[config.mk]
export PLATFORM = sky130hd
export DESIGN_NAME = cpmc_top
export DESIGN_NICKNAME = d
export VERILOG_FILES = /design/src/core/cpmc_pkg.sv /design/src/core/cpmc_top.sv
export VERILOG_INCLUDE_DIRS = /design/src /design/src/core
export SDC_FILE = /design/constraint.sdc
export NUM_CORES = 1
export LEC_CHECK = 0
export CORE_ASPECT_RATIO = 1.75
export CORE_MARGIN = 4
export CORE_UTILIZATION = 57
export CTS_CLUSTER_SIZE = 16
export DETAILED_ROUTE_END_ITERATION = 10
export DONT_BUFFER_PORTS = 1
export PLACE_DENSITY = 0.72
export SETUP_SLACK_MARGIN = 0.15
export SYNTH_ARGS = -nofsm -noshare
export SYNTH_HDL_FRONTEND = slang
export SYNTH_SLANG_ARGS = --single-unit
[constraint.sdc]
create_clock -name CLK -period 4.42 [get_ports CLK]
set_input_delay 1.105 -clock CLK [delete_from_list [all_inputs] [get_ports CLK]]
set_output_delay 1.105 -clock CLK [all_outputs]
set_load 0.02 [all_outputs]
[src/core/cpmc_defines.svh]
// offsets, field positions, reset values and timing counts of the clock/power/reset controller
`ifndef CPMC_DEFINES_SVH
`define CPMC_DEFINES_SVH
// ==========
// timing
`define CPMC_CLK_MHZ       200
`define CPMC_RST_HOLD_NS   100
`define CPMC_RST_HOLD_CYC  ((`CPMC_RST_HOLD_NS * `CPMC_CLK_MHZ + 999) / 1000)
`define CPMC_STEP_NS       1000
`define CPMC_STEP_CYC      ((`CPMC_STEP_NS * `CPMC_CLK_MHZ) / 1000)
// ==========
// register offsets
`define CPMC_ADR_CLKOUT    8'h00
`define CPMC_ADR_PWR       8'h04
`define CPMC_ADR_RST       8'h08
`define CPMC_ADR_CDIV      8'h0c
`define CPMC_ADR_STAT      8'h10
// ==========
// fields
`define CPMC_AUX_LSB       8
`define CPMC_PWR_DEEP_BIT  0
`define CPMC_PWR_HIB_BIT   1
`define CPMC_RST_SYS_BIT   0
`define CPMC_RST_CORE_BIT  1
`define CPMC_RST_FEN_BIT   4
`define CPMC_CAUSE_LSB     8
`define CPMC_CUR_LSB       8
// ==========
// clock output sources and dividers
`define CPMC_SEL_REF       3'h0
`define CPMC_SEL_CORE      3'h1
`define CPMC_SEL_SYS       3'h2
`define CPMC_SEL_CRYPTO    3'h3
`define CPMC_SEL_MEM       3'h4
`define CPMC_SEL_AUX       3'h5
`define CPMC_DIV_CORE      16
`define CPMC_DIV_SYS       8
`define CPMC_DIV_CRYPTO    8
`define CPMC_DIV_MEM       8
// ==========
// synchronised input bit positions
`define CPMC_IN_RSTN       6
`define CPMC_IN_LOCK       7
`define CPMC_IN_WAKE       8
// ==========
// reset values and cause bits
`define CPMC_AUX_RST       8'h01
`define CPMC_CDIV_RST      8'h01
// synchroniser idle levels: board reset input sits high
`define CPMC_SYNC_RST      9'h040
`define CPMC_C_HW          0
`define CPMC_C_FAULT       1
`define CPMC_C_SWSYS       2
`define CPMC_C_SWCORE      3
`endif

[src/core/cpmc_pkg.sv]
// types of the clock/power/reset controller
package cpmc_pkg;
  typedef enum logic [1:0] {
    CPMC_FULL_ON = 2'b00,
    CPMC_DEEP    = 2'b01,
    CPMC_HIBER   = 2'b10,
    CPMC_RELOCK  = 2'b11
  } cpmc_mode_type;

  typedef struct packed {
    logic pll_en;
    logic pll_bypass;
    logic core_clk_en;
    logic sys_clk_en;
    logic core_power_on;
    logic async_block;
    logic pins_hiz;
  } cpmc_pwr_type;

  typedef struct packed {
    logic units_reset;
    logic core_reset;
  } cpmc_rst_type;

  typedef struct packed {
    logic [8:0]    sync1;
    logic [8:0]    sync2;
    logic [8:0]    prev;
    logic          ack;
    logic [31:0]   rdata;
    logic [2:0]    sel_req;
    logic [2:0]    sel_act;
    logic [7:0]    aux_half;
    logic [7:0]    cnt;
    logic          clk_out;
    cpmc_mode_type mode;
    logic          reg_wake;
    logic          fault_en;
    logic [3:0]    cause;
    logic          sys_rst;
    logic          core_rst;
    logic [15:0]   rst_cnt;
    logic [7:0]    div_tgt;
    logic [7:0]    div_cur;
    logic [15:0]   step_cnt;
  } cpmc_state_type;
endpackage

[src/core/cpmc_top.sv]
// clock output selector, power mode sequencer and reset sequencing unit
`timescale 1ns/1ps
`include "cpmc_defines.svh"

// How it works
// - after reset the clock pin follows the reference clock until software picks another
// - sources are core clock by 16, system, crypto and memory by 8, aux programmable
// - the peripheral system clock has no select code at all
// - loss of pll lock may start a full hardware reset
// - full-on keeps the pll enabled and not bypassed, all clocks running
// - full-on is the mode after power-up and every system reset
// - deep sleep stops the pll, core and synchronous clocks, core stays powered
// - deep sleep blocks asynchronous units from internal and external memory
// - hibernate stops pll, clocks and the core supply
// - entering hibernate drops the regulator wake output so the regulator turns off
// - hibernate releases driven pins to high impedance, except the regulator wake output, which stays driven low
// - hardware or software events reset the whole chip or the core alone
// - during a system reset control registers take defaults and units are held
// - leaving a system reset frees the core ready to boot
// - the core clock divider may be changed while running
// - divider changes are applied one step at a time, not at once
module cpmc_top #(
  parameter int RST_HOLD = `CPMC_RST_HOLD_CYC,
  parameter int STEP_CYC = `CPMC_STEP_CYC
) (
  // clock and reset
  input  wire logic              CLK,
  input  wire logic              RESET,
  // avalon-mm slave
  input  wire logic [7:0]        AVS_ADDRESS,
  input  wire logic              AVS_READ,
  input  wire logic              AVS_WRITE,
  input  wire logic [31:0]       AVS_WRITEDATA,
  output logic [31:0]            AVS_READDATA,
  output logic                   AVS_WAITREQUEST,
  // clocks from the clock generator unit
  input  wire logic              REFERENCE_CLOCK_INPUT,
  input  wire logic              PROCESSOR_CORE_CLOCK,
  input  wire logic              MAIN_SYSTEM_CLOCK,
  input  wire logic              CRYPTO_DMA_SYSTEM_CLOCK,
  input  wire logic              MEMORY_INTERFACE_CLOCK,
  input  wire logic              AUXILIARY_OUTPUT_CLOCK,
  // board and pll status
  input  wire logic              HW_RESET_N,
  input  wire logic              PLL_LOCKED,
  input  wire logic              WAKE_EVENT,
  // pins
  output logic                   CLOCK_OUTPUT_PIN,
  output logic                   CLOCK_OUTPUT_PIN_OE,
  output logic                   REGULATOR_WAKE_OUTPUT,
  // controls to clock generator, units and core
  output cpmc_pkg::cpmc_pwr_type PWR_CTRL,
  output cpmc_pkg::cpmc_rst_type RST_CTRL,
  output logic [7:0]             CORE_DIV
);

  // ==========
  // state
  localparam cpmc_pkg::cpmc_state_type RST_S = '{
    sync1:    `CPMC_SYNC_RST,
    sync2:    `CPMC_SYNC_RST,
    prev:     `CPMC_SYNC_RST,
    sel_req:  `CPMC_SEL_REF,
    sel_act:  `CPMC_SEL_REF,
    aux_half: `CPMC_AUX_RST,
    mode:     cpmc_pkg::CPMC_FULL_ON,
    reg_wake: 1'b1,
    fault_en: 1'b1,
    sys_rst:  1'b1,
    core_rst: 1'b1,
    div_tgt:  `CPMC_CDIV_RST,
    div_cur:  `CPMC_CDIV_RST,
    default:  '0
  };

  cpmc_pkg::cpmc_state_type s_ff;
  cpmc_pkg::cpmc_state_type nxt_s;
  cpmc_pkg::cpmc_state_type dflt;
  logic [8:0]  rise;
  logic        wr_hit;
  logic        lock;
  logic        fault;
  logic        sw_sys;
  logic        sw_core;
  logic        hib_wake;
  logic        start;
  logic [3:0]  cause_set;
  logic [3:0]  cause_clr;
  logic [7:0]  half;

  function automatic logic [7:0] half_of(input logic [2:0] sel, input logic [7:0] aux);
    unique case (sel)
      `CPMC_SEL_CORE:   half_of = 8'(`CPMC_DIV_CORE / 2);
      `CPMC_SEL_SYS:    half_of = 8'(`CPMC_DIV_SYS / 2);
      `CPMC_SEL_CRYPTO: half_of = 8'(`CPMC_DIV_CRYPTO / 2);
      `CPMC_SEL_MEM:    half_of = 8'(`CPMC_DIV_MEM / 2);
      `CPMC_SEL_AUX:    half_of = aux;
      default:          half_of = 8'h01;
    endcase
  endfunction

  // ==========
  // next state
  always_comb
  begin
    nxt_s = s_ff;
    nxt_s.sync1 = {WAKE_EVENT, PLL_LOCKED, HW_RESET_N, AUXILIARY_OUTPUT_CLOCK, MEMORY_INTERFACE_CLOCK,
                   CRYPTO_DMA_SYSTEM_CLOCK, MAIN_SYSTEM_CLOCK, PROCESSOR_CORE_CLOCK, REFERENCE_CLOCK_INPUT};
    nxt_s.sync2 = s_ff.sync1;
    nxt_s.prev = s_ff.sync2;
    rise = s_ff.sync2 & ~s_ff.prev;
    lock = s_ff.sync2[`CPMC_IN_LOCK];
    wr_hit = AVS_WRITE & s_ff.ack & ~s_ff.sys_rst;
    sw_sys = 1'b0;
    sw_core = 1'b0;
    hib_wake = 1'b0;
    cause_clr = 4'h0;
    // pll unlock while running full speed
    fault = s_ff.fault_en & s_ff.prev[`CPMC_IN_LOCK] & ~lock & (s_ff.mode == cpmc_pkg::CPMC_FULL_ON)
            & ~s_ff.sys_rst;

    // avalon: one wait cycle, read data prepared while waitrequest is high
    nxt_s.ack = (AVS_READ | AVS_WRITE) & ~s_ff.ack;
    if (AVS_READ & ~s_ff.ack)
    begin
      unique case (AVS_ADDRESS)
        `CPMC_ADR_CLKOUT: nxt_s.rdata = {16'h0000, s_ff.aux_half, 5'h00, s_ff.sel_req};
        `CPMC_ADR_PWR:    nxt_s.rdata = {30'h0, s_ff.mode};
        `CPMC_ADR_RST:    nxt_s.rdata = {20'h0, s_ff.cause, 3'h0, s_ff.fault_en, 2'h0, s_ff.core_rst,
                                         s_ff.sys_rst};
        `CPMC_ADR_CDIV:   nxt_s.rdata = {16'h0000, s_ff.div_cur, s_ff.div_tgt};
        `CPMC_ADR_STAT:   nxt_s.rdata = {24'h0, (s_ff.sel_act != s_ff.sel_req), s_ff.sel_act, lock,
                                         s_ff.reg_wake, s_ff.clk_out, 1'b0};
        default:          nxt_s.rdata = 32'h0000_0000;
      endcase
    end

    // register writes
    if (wr_hit && AVS_ADDRESS == `CPMC_ADR_CLKOUT)
    begin
      if (AVS_WRITEDATA[2:0] <= `CPMC_SEL_AUX)
        nxt_s.sel_req = AVS_WRITEDATA[2:0];
      nxt_s.aux_half = (AVS_WRITEDATA[`CPMC_AUX_LSB +: 8] == 8'h00) ? 8'h01 : AVS_WRITEDATA[`CPMC_AUX_LSB +: 8];
    end
    if (wr_hit && AVS_ADDRESS == `CPMC_ADR_RST)
    begin
      nxt_s.fault_en = AVS_WRITEDATA[`CPMC_RST_FEN_BIT];
      cause_clr = AVS_WRITEDATA[`CPMC_CAUSE_LSB +: 4];
      sw_sys = AVS_WRITEDATA[`CPMC_RST_SYS_BIT];
      sw_core = AVS_WRITEDATA[`CPMC_RST_CORE_BIT] & ~AVS_WRITEDATA[`CPMC_RST_SYS_BIT];
    end
    if (wr_hit && AVS_ADDRESS == `CPMC_ADR_CDIV)
      nxt_s.div_tgt = (AVS_WRITEDATA[7:0] == 8'h00) ? 8'h01 : AVS_WRITEDATA[7:0];

    // power mode sequencer
    unique case (s_ff.mode)
      cpmc_pkg::CPMC_FULL_ON:
      begin
        if (wr_hit && AVS_ADDRESS == `CPMC_ADR_PWR && AVS_WRITEDATA[`CPMC_PWR_HIB_BIT])
        begin
          nxt_s.mode = cpmc_pkg::CPMC_HIBER;
          nxt_s.reg_wake = 1'b0;
        end
        else if (wr_hit && AVS_ADDRESS == `CPMC_ADR_PWR && AVS_WRITEDATA[`CPMC_PWR_DEEP_BIT])
          nxt_s.mode = cpmc_pkg::CPMC_DEEP;
      end
      cpmc_pkg::CPMC_DEEP:
      begin
        if (rise[`CPMC_IN_WAKE])
          nxt_s.mode = cpmc_pkg::CPMC_RELOCK;
      end
      cpmc_pkg::CPMC_RELOCK:
      begin
        if (lock)
          nxt_s.mode = cpmc_pkg::CPMC_FULL_ON;
      end
      cpmc_pkg::CPMC_HIBER:
      begin
        // core supply is gone: waking means powering up through a full reset
        if (rise[`CPMC_IN_WAKE])
          hib_wake = 1'b1;
      end
    endcase

    // smooth core divider stepping
    if (s_ff.mode == cpmc_pkg::CPMC_FULL_ON)
    begin
      if (s_ff.step_cnt == 16'h0000)
      begin
        nxt_s.step_cnt = 16'(STEP_CYC - 1);
        if (s_ff.div_cur < s_ff.div_tgt)
          nxt_s.div_cur = s_ff.div_cur + 8'h01;
        else if (s_ff.div_cur > s_ff.div_tgt)
          nxt_s.div_cur = s_ff.div_cur - 8'h01;
      end
      else
        nxt_s.step_cnt = s_ff.step_cnt - 16'h0001;
    end

    // clock output: switch only while low, then divide selected source
    half = half_of(s_ff.sel_act, s_ff.aux_half);
    if (s_ff.sel_act != s_ff.sel_req && !s_ff.clk_out)
    begin
      nxt_s.sel_act = s_ff.sel_req;
      nxt_s.cnt = 8'h00;
      nxt_s.clk_out = 1'b0;
    end
    else if (s_ff.sel_act == `CPMC_SEL_REF)
      nxt_s.clk_out = s_ff.sync2[0];
    else if (rise[s_ff.sel_act])
    begin
      if (s_ff.cnt == half - 8'h01)
      begin
        nxt_s.cnt = 8'h00;
        nxt_s.clk_out = ~s_ff.clk_out;
      end
      else
        nxt_s.cnt = s_ff.cnt + 8'h01;
    end

    // reset sequencing
    start = ~s_ff.sync2[`CPMC_IN_RSTN] | fault | sw_sys | hib_wake;
    cause_set = {sw_core, sw_sys, fault, hib_wake | ~s_ff.sync2[`CPMC_IN_RSTN]};
    nxt_s.cause = (s_ff.cause & ~cause_clr) | cause_set;
    if (start)
    begin
      dflt = RST_S;
      dflt.sync1 = nxt_s.sync1;
      dflt.sync2 = nxt_s.sync2;
      dflt.prev = nxt_s.prev;
      dflt.ack = nxt_s.ack;
      dflt.rdata = nxt_s.rdata;
      dflt.cause = nxt_s.cause;
      nxt_s = dflt;
    end
    else
    begin
      dflt = RST_S;
      if (sw_core)
      begin
        nxt_s.core_rst = 1'b1;
        nxt_s.rst_cnt = 16'h0000;
      end
      else if (s_ff.sys_rst | s_ff.core_rst)
      begin
        if (s_ff.rst_cnt == 16'(RST_HOLD - 1))
        begin
          nxt_s.sys_rst = 1'b0;
          nxt_s.core_rst = 1'b0;
        end
        else
          nxt_s.rst_cnt = s_ff.rst_cnt + 16'h0001;
      end
    end
  end

  always_ff @(posedge CLK)
  begin
    if (RESET)
      s_ff <= RST_S;
    else
      s_ff <= nxt_s;
  end

  // ==========
  // outputs
  assign AVS_WAITREQUEST = (AVS_READ | AVS_WRITE) & ~s_ff.ack;
  assign AVS_READDATA = s_ff.rdata;
  assign CLOCK_OUTPUT_PIN = s_ff.clk_out;
  assign CLOCK_OUTPUT_PIN_OE = (s_ff.mode != cpmc_pkg::CPMC_HIBER);
  assign REGULATOR_WAKE_OUTPUT = s_ff.reg_wake;
  assign CORE_DIV = s_ff.div_cur;
  assign PWR_CTRL.pll_en = (s_ff.mode == cpmc_pkg::CPMC_FULL_ON) | (s_ff.mode == cpmc_pkg::CPMC_RELOCK);
  assign PWR_CTRL.pll_bypass = 1'b0;
  assign PWR_CTRL.core_clk_en = (s_ff.mode == cpmc_pkg::CPMC_FULL_ON);
  assign PWR_CTRL.sys_clk_en = (s_ff.mode == cpmc_pkg::CPMC_FULL_ON);
  assign PWR_CTRL.core_power_on = (s_ff.mode != cpmc_pkg::CPMC_HIBER);
  assign PWR_CTRL.async_block = (s_ff.mode == cpmc_pkg::CPMC_DEEP) | (s_ff.mode == cpmc_pkg::CPMC_RELOCK);
  assign PWR_CTRL.pins_hiz = (s_ff.mode == cpmc_pkg::CPMC_HIBER);
  assign RST_CTRL.units_reset = s_ff.sys_rst;
  assign RST_CTRL.core_reset = s_ff.core_rst;
endmodule

==> metrics, run 1 <==
Sink Count=roughly 130; worst vdd ir=~0.36 mV; Syn. warnings=0; CP top delay family=compound AO/OA/AOI/OAI gates; Yosys cell types=63; Primary FF master, synth=dfxtp_1; worst path required time=4.71 ns; Reg clk slew, reported paths=0.06 ns; crit start category=register; Final Max Slew Viols=0; power per cell area=~460 nW/um^2; Net Switching=between 800 and 900 uW; Crit path arrival time=slightly above 4 ns; vias in the first global route=between 5000 and 6000; initial antenna violation count=0; Sw Ratio=25.83%; FMAX=0.2677 GHz; worst path bufs/invs=0; final critical-path required period=between 3 and 4 ns; synth-to-layout area growth=6.974%; DR vias=~5200; critical path class=reg -> reg; DRC viols=0; CTS buffer count=17; Layout Skew=approximately 0.0075 ns; Max stage delay on crit path=0.58 ns; highest signal layer in the routed design=met4; dpl hpwl=between 10000 and 15000 um; Final #Nets=809; drt wl/cell=around 18 um; first-pass GRT wire length=between 20000 and 25000 um; ANT cells=0; Worst Hold Class=reg -> reg; Hold Violations, Final=0; Slew @ Worst Pin=between 1 and 1.5 ns; synthesis-stage register bit count=around 130; total wire length=roughly 15000 um; post-synthesis cell count=~770; post_cts resized=0; met2 WL post-DR=approximately 8500 um; Clk network pwr share=between 40% and 50%; Placed Cells=845; Cell Area, Synth=6441 sq um; Crit Path Max Fanout=7; CTS Root Cell=clkbuf_16; DR WL met3=between 900 and 1000 um; Max Cap Violations=0; CTS Buffer Depth=2; # IOs=approximately 110; TritonCTS clock tree=done; Hold Buf Count CTS=0; Int Power=around 2300 uW; pin count of the biggest net entering global routing=50; Total Routing Usage GR=23.83%; core area=approximately 11000 sq um; H-Tree Depth=4; initial drt markers=around 300; critical-path cell list=ha_1 > nor2b_1 > o21a_1 > o21ai_0 > a21o_1 > nand2_1 > ha_1 > a21o_1 > a21oi_1 > o21ai_0 > o41a_1 > and3_1 > o21a_1 > mux2i_1; Avg Inst Size Synth=~8.4 sq um; ys async rst share=0%; cell row count=just over 50; fin cells=877; vias per cell=5.938; Worst slew margin=26.93%; combinational power share=between 10% and 20%; Post CTS Setup Buffer Count=0; Place WS=0.7264 ns; cell leakage power=0.002656 uW; Clock Latency Late Sink=approximately 0.41 ns; sequential share of the synthesized area=between 30% and 40%; die height=approximately 150 um; min setup slack post-route=0.6839 ns; RSZ-0062 raised after global routing=false; Initial Util=between 50% and 60%; status=finished clean; die area=around 13000 sq um; 1st-pass router iterations=7; Crit. End Element=register; I/O Buffers=0; layout cells sized above 1=7.114%; Routed met1 length=about 5400 um; Final Cycle Share=84.53%; DRT antenna net count=0; GPL Wtd Cong=0.8866; Setup TNS Final=0 ns; Final setup viols=0; Flop pwr share=between 40% and 50%; EDFF count, synth=0; worst-path cell with the longest stage delay=dfxtp_1; Die Wd=88.36 um; gr ovfl total=0
[cells by family (layout without fill, tap and decap cells)]
logic type / count (synthesis) / after routing / share of synthesized area (%)
buf+inv: 111 / 69 / 9.169
compound gates: 117 / 117 / 11.91
mux: 23 / 23 / 4.157
other cells: 1 / 17 / 0.05822
simple gates: 325 / 325 / 24.96
fa+ha+maj: 24 / 24 / 4.779
flops: 125 / 125 / 38.85
xor+xnor: 45 / 45 / 6.119
[synth_stat cells (all sizes together) (20+ instances only)]
master  instances  area [sq um]
a21oi          50         250.2
buf            51         365.4
clkbuf         29         108.9
dfxtp         125          2502
ha             23         287.8
inv            31         116.4
mux2i          20         200.2
nand2          72         270.3
nand3          22         110.1
nor2           99         371.6
nor2b          27         168.9
nor3           31         155.2
o21ai          20         100.1
xnor2          37         324.1
[final timing paths]
check	from	endpoint	slack, ns	depth (start not counted)
max	CORE_DIV[1]$_SDFFE_PP0P_	CORE_DIV[7]$_SDFFE_PP0P_	0.68	14
min	s_ff[138]$_SDFF_PP1_	s_ff[129]$_SDFF_PP1_	0.41	1
max reg2reg	CORE_DIV[1]$_SDFFE_PP0P_	CORE_DIV[7]$_SDFFE_PP0P_	0.68	14
min reg2reg	s_ff[138]$_SDFF_PP1_	s_ff[129]$_SDFF_PP1_	0.41	1
[cell usage in the layout, fill, tap and decap left out, types with 3 or more instances in the layout]
| cell | netlist | final |
|---|---|---|
| o32a_1 | 4 | 4 |
| conb_1 | 1 | 17 |
| dfxtp_1 | 125 | 125 |
| nand2b_1 | 7 | 7 |
| clkinvlp_4 | 0 | 3 |
| or2_2 | 6 | 6 |
| or4_1 | 6 | 6 |
| nand2_1 | 72 | 72 |
| nor2_1 | 99 | 99 |
| a21o_1 | 7 | 7 |
| nor4_1 | 16 | 16 |
| nor3b_1 | 5 | 5 |
| and4_1 | 3 | 3 |
| nor2b_1 | 27 | 27 |
| nand3_1 | 22 | 22 |
| mux2i_1 | 20 | 20 |
| o21a_1 | 3 | 3 |
| a22oi_1 | 4 | 4 |
| o21ai_0 | 20 | 20 |
| nand3b_1 | 4 | 4 |
| a21oi_1 | 50 | 50 |
| xnor2_1 | 37 | 37 |
| nand4_1 | 7 | 7 |
| or3_1 | 3 | 3 |
| buf_4 | 45 | 5 |
| inv_1 | 31 | 31 |
| o211ai_1 | 3 | 3 |
| clkbuf_16 | 0 | 17 |
| nor3_1 | 31 | 31 |
| nor4b_1 | 3 | 3 |
| ha_1 | 23 | 23 |
| xor2_1 | 8 | 8 |
| mux4_2 | 3 | 3 |
| a221oi_1 | 6 | 6 |
| bufinv_16 | 0 | 4 |
| and3_1 | 3 | 3 |
[through the flow]
stage	utilization (%)	cell area, sq um	hold WS (ns)	total power (uW)
final	62.06	6890	0.4133	3155
after global routing	62.06	6890	0.4294	3284
after floorplan	-	6501	0.3895	1618
after global placement	56.29	6250	0.4004	1661
after CTS	62.06	6890	0.4178	3171
after detailed placement	56.29	6250	0.4039	1680
[flip-flops by register name (all words and copies together) (netlist names)]
| name | flops |
|---|---|
| s_ff | 96 |
| AVS_READDATA | 16 |
| CORE_DIV | 8 |
| RST_CTRL | 2 |
| CLOCK_OUTPUT_PIN | 1 |
| REGULATOR_WAKE_OUTPUT | 1 |
| lock | 1 |
[layer usage]
metal | global-route usage [%] | up-vias
met5 | 0 | -
met4 | 10.82 | 0
met3 | 8.149 | 53
met2 | 43.74 | 175
met1 | 23.16 | 2467
li1 | - | 2513
[power by group through the flow]
stage                     combinational [uW]  clock (uW)  sequential (uW)
after floorplan                          344           0             1270
final                                    391        1490             1270
after global placement                   372           0             1290
after CTS                                394        1510             1270
after global routing                     438        1560             1280
after detailed placement                 384           0             1300
[cell type report]
class / instances / area [sq um]
Clock buffer: 19 / 452.9
Clock inverter: 13 / 187.7
Fill cell: 940 / 4213
Inverter: 31 / 116.4
Multi-Input combinational cell: 551 / 3408
Sequential cell: 125 / 2502
Tap cell: 132 / 165.2
Timing Repair Buffer: 6 / 57.56
(Power assumes the default switching activity.)
==> run 2, diff against run 1 <==
Settings changed: ABC_AREA from default to 1.
Clock period 4.42 ns to 3.8 ns, I/O delays scaled along.
==> metrics, run 2 <==
status=finished clean (unchanged); CP Launch Point=CORE_DIV[5]$_SDFFE_PP0P_ (was CORE_DIV[1]$_SDFFE_PP0P_); I/O Buffers=0 (unchanged); H-Tree Depth=4 (unchanged); gr ovfl total=0 (unchanged); sequential standard cell area=2502 sq um (unchanged); synth-to-layout area growth=6.539% (was 6.974%); critical-path cell list=ha_1 > a21oi_1 > nor2_1 > a211oi_1 > o21ai_1 > buf_4 > ha_1 > a21oi_1 > o311ai_0 > nor2_1 > nor2_1 > nand3_1 > nand2_1 > nor2_1 (was ha_1 > nor2b_1 > o21a_1 > o21ai_0 > a21o_1 > nand2_1 > ha_1 > a21o_1 > a21oi_1 > o21ai_0 > o41a_1 > and3_1 > o21a_1 > mux2i_1); Hold Path Depth=2 (was 1); drt wl/cell=14.92 um (was 17.53 um); Hold Violations, Final=0 (unchanged); sequential share of the synthesized area=37.05% (was 38.85%); die height=152 um (was 148.6 um); total wire length=16210 um (was 15370 um); final critical-path required period=2.885 ns (was 3.736 ns); area of the multi-input gates=3387 sq um (was 3408 sq um); Setup TNS Final=0 ns (unchanged); max FFs per register=96 (unchanged); most frequent CP cell=nor2_1; Primary FF master, synth=dfxtp_1 (unchanged); commonest non-fill, non-tap cells in the layout=nand2_1 (201), inv_1 (126), dfxtp_1 (125) (was dfxtp_1 (125), nor2_1 (99), nand2_1 (72)); min setup slack post-route=0.9153 ns (was 0.6839 ns); filler instances=1129 (was 940); Die Wd=90.29 um (was 88.36 um); Sink Count=125 (unchanged); power per cell area=805.2 nW/um^2 (was 457.9 nW/um^2); Core Util, Final=62.13% (was 62.06%); DRT antenna net count=0 (unchanged); critical path class=reg -> reg (unchanged); vias per cell=5.377 (was 5.938); dpl hpwl=12570 um (was 11490 um); Worst Hold Class=reg -> reg (unchanged); hold path startpoint=s_ff[134]$_SDFF_PP0_ (was s_ff[138]$_SDFF_PP1_); TritonCTS clock tree=done (unchanged); Post CTS Setup Buffer Count=0 (unchanged); Avg Inst Size Synth=7.043 sq um (was 8.354 sq um); synthesis-stage register bit count=125 (unchanged); post_cts resized=0 (unchanged); worst path required time=4.11 ns (was 4.71 ns); core area=11580 sq um (was 11100 sq um); most frequent cells after synthesis=nand2_1 (201), inv_1 (126), dfxtp_1 (125) (was dfxtp_1 (125), nor2_1 (99), nand2_1 (72)); DR vias=5839 (was 5208); initial antenna violation count=0 (unchanged); ANT cells=0 (unchanged); Max stage delay on crit path=0.52 ns (was 0.58 ns); EDFF count, synth=0 (unchanged); worst vdd ir=0.8789 mV (was 0.3589 mV); Final Cycle Share=75.91% (was 84.53%); initial drt markers=298 (was 299); Syn. warnings=0 (unchanged); layout cells sized above 1=7.992% (was 7.114%); worst hold slack=0.4035 ns (was 0.4133 ns); first-pass GRT wire length=26630 um (was 24180 um); Worst slew margin=62.76% (was 26.93%); cell row count=52 (was 51); Crit path arrival time=3.19 ns (was 4.03 ns); share of the synthesized area in the top cell type=37.05% (was 38.85%); Hold Buf Count CTS=0 (unchanged); post-synth top area cell=dfxtp_1 (unchanged); Layout Skew=0.007694 ns (was 0.007474 ns); CTS Root Cell=clkbuf_16 (unchanged); ys async rst share=0% (unchanged); GPL Wtd Cong=0.9282 (was 0.8866); CTS Buffer Depth=2 (unchanged); Cell Area, Synth=6754 sq um (was 6441 sq um); Initial Util=58.32% (was 58.01%); Crit Path Max Fanout=11 (was 7); Yosys cell types=48 (was 63); Final setup viols=0 (unchanged); crit start category=register (unchanged); most common cell after layout, fill and taps aside=nand2_1 (was dfxtp_1); die area=13720 sq um (was 13130 sq um); Reg clk slew, reported paths=0.06 ns (about the same); Slew @ Worst Pin=0.5538 ns (was 1.092 ns); vias in the first global route=5653 (was 5064); CTS buffer count=17 (unchanged); Crit. path cell count=14 (unchanged); Final Max Slew Viols=0 (unchanged); post-synthesis cell count=959 (was 771); worst path bufs/invs=1 (was 0); RSZ-0062 raised after global routing=false (unchanged); DRC viols=0 (unchanged); Final #Nets=1015 (was 809); cell leakage power=0.003055 uW (was 0.002656 uW); Place WS=0.9019 ns (was 0.7264 ns); FF-to-FF path depth=14 (unchanged); 1st-pass router iterations=5 (was 7); pin count of the biggest net entering global routing=50 (unchanged); Reg with most FFs=s_ff (unchanged); Max Cap Violations=0 (unchanged); # IOs=106 (unchanged); Total Routing Usage GR=23.89% (was 23.83%); FMAX=0.3467 GHz (was 0.2677 GHz); Crit. End Element=register (unchanged); worst-path cell with the longest stage delay=dfxtp_1 (unchanged); CP top delay family=compound AO/OA/AOI/OAI gates (unchanged); most common cell in the netlist=nand2_1 (was dfxtp_1); r2r startpoint=CORE_DIV[5]$_SDFFE_PP0P_ (was CORE_DIV[1]$_SDFFE_PP0P_); Clock Latency Late Sink=0.41 ns (about the same); synth top area cells=dfxtp_1 (37%), nand2_1 (11%), inv_1 (7.0%) (was dfxtp_1 (39%), nor2_1 (5.8%), buf_4 (5.2%))
run 2: cell count changes after synthesis, sizes merged, moves of 8 or more:
cell,previous run,this run
xnor2,37,14
inv,31,132
nor2,99,124
nand3,22,44
nand4,8,19
nor3,31,16
nor2b,27,0
xor2,8,20
clkbuf,29,11
a21o,8,0
a21oi,50,81
nand2,72,207
mux2i,20,0
o21ai,20,30
run 2: report_power, final:
part | total (uW) | switching (uW) | internal [uW]
sequential | 1570 | 142 | 1420
combinational | 2680 | 1610 | 1070
clock | 1540 | 619 | 925
run 2: per-stage QoR:
step	instance area, sq um	instances	power, uW
2_1_floorplan	6814	975	4013
3_3_place_gp	6624	1054	4211
3_5_place_dp	6624	1054	4240
4_1_cts	7196	1086	5819
5_1_grt	7196	1086	7368
6_report	7196	1086	5794
run 2: path summary, 6_finish.rpt:
kind                                   end  slack, ns
setup / recovery  CORE_DIV[7]$_SDFFE_PP0P_       0.92
hold / removal        s_ff[125]$_SDFF_PP0_       0.40
setup reg to reg  CORE_DIV[7]$_SDFFE_PP0P_       0.92
hold reg to reg       s_ff[125]$_SDFF_PP0_       0.40
run 2: logic make-up (layout without fill, tap and decap cells):
family | count (synthesis) | after routing | share of synthesized area, %
AO/OA/AOI/OAI | 143 | 143 | 11.84
XOR/XNOR | 34 | 34 | 4.409
adder cells (fa/ha/maj) | 24 | 24 | 4.557
AND/OR/NAND/NOR | 434 | 434 | 28.40
flip-flops | 125 | 125 | 37.05
buffers and inverters | 198 | 174 | 13.69
other | 1 | 17 | 0.05552
run 2: worst min-delay path: cells and delay by family, from the launching register on:
kind                   cells  cell delay (ns)
buffers and inverters      1             0.04
flip-flops                 1             0.29
AND/OR/NAND/NOR            1             0.03
run 2: layer usage:
metal	vias up	routed length, um	global-route usage (%)
li1	2990	-	-
met3	39	947	6.630
met4	0	556	11.25
met2	131	8967	45.72
met1	2679	5735	23.12
met5	-	0	0
run 2: layout make-up:
type / count / share of cell area (%)
multi-input combinational: 652 / 47.07
sequential: 125 / 34.78
inverter: 134 / 7.025
clock buffer: 18 / 6.103
tap: 135 / 2.347
clock inverter: 14 / 1.843
timing repair buffer: 8 / 0.8346
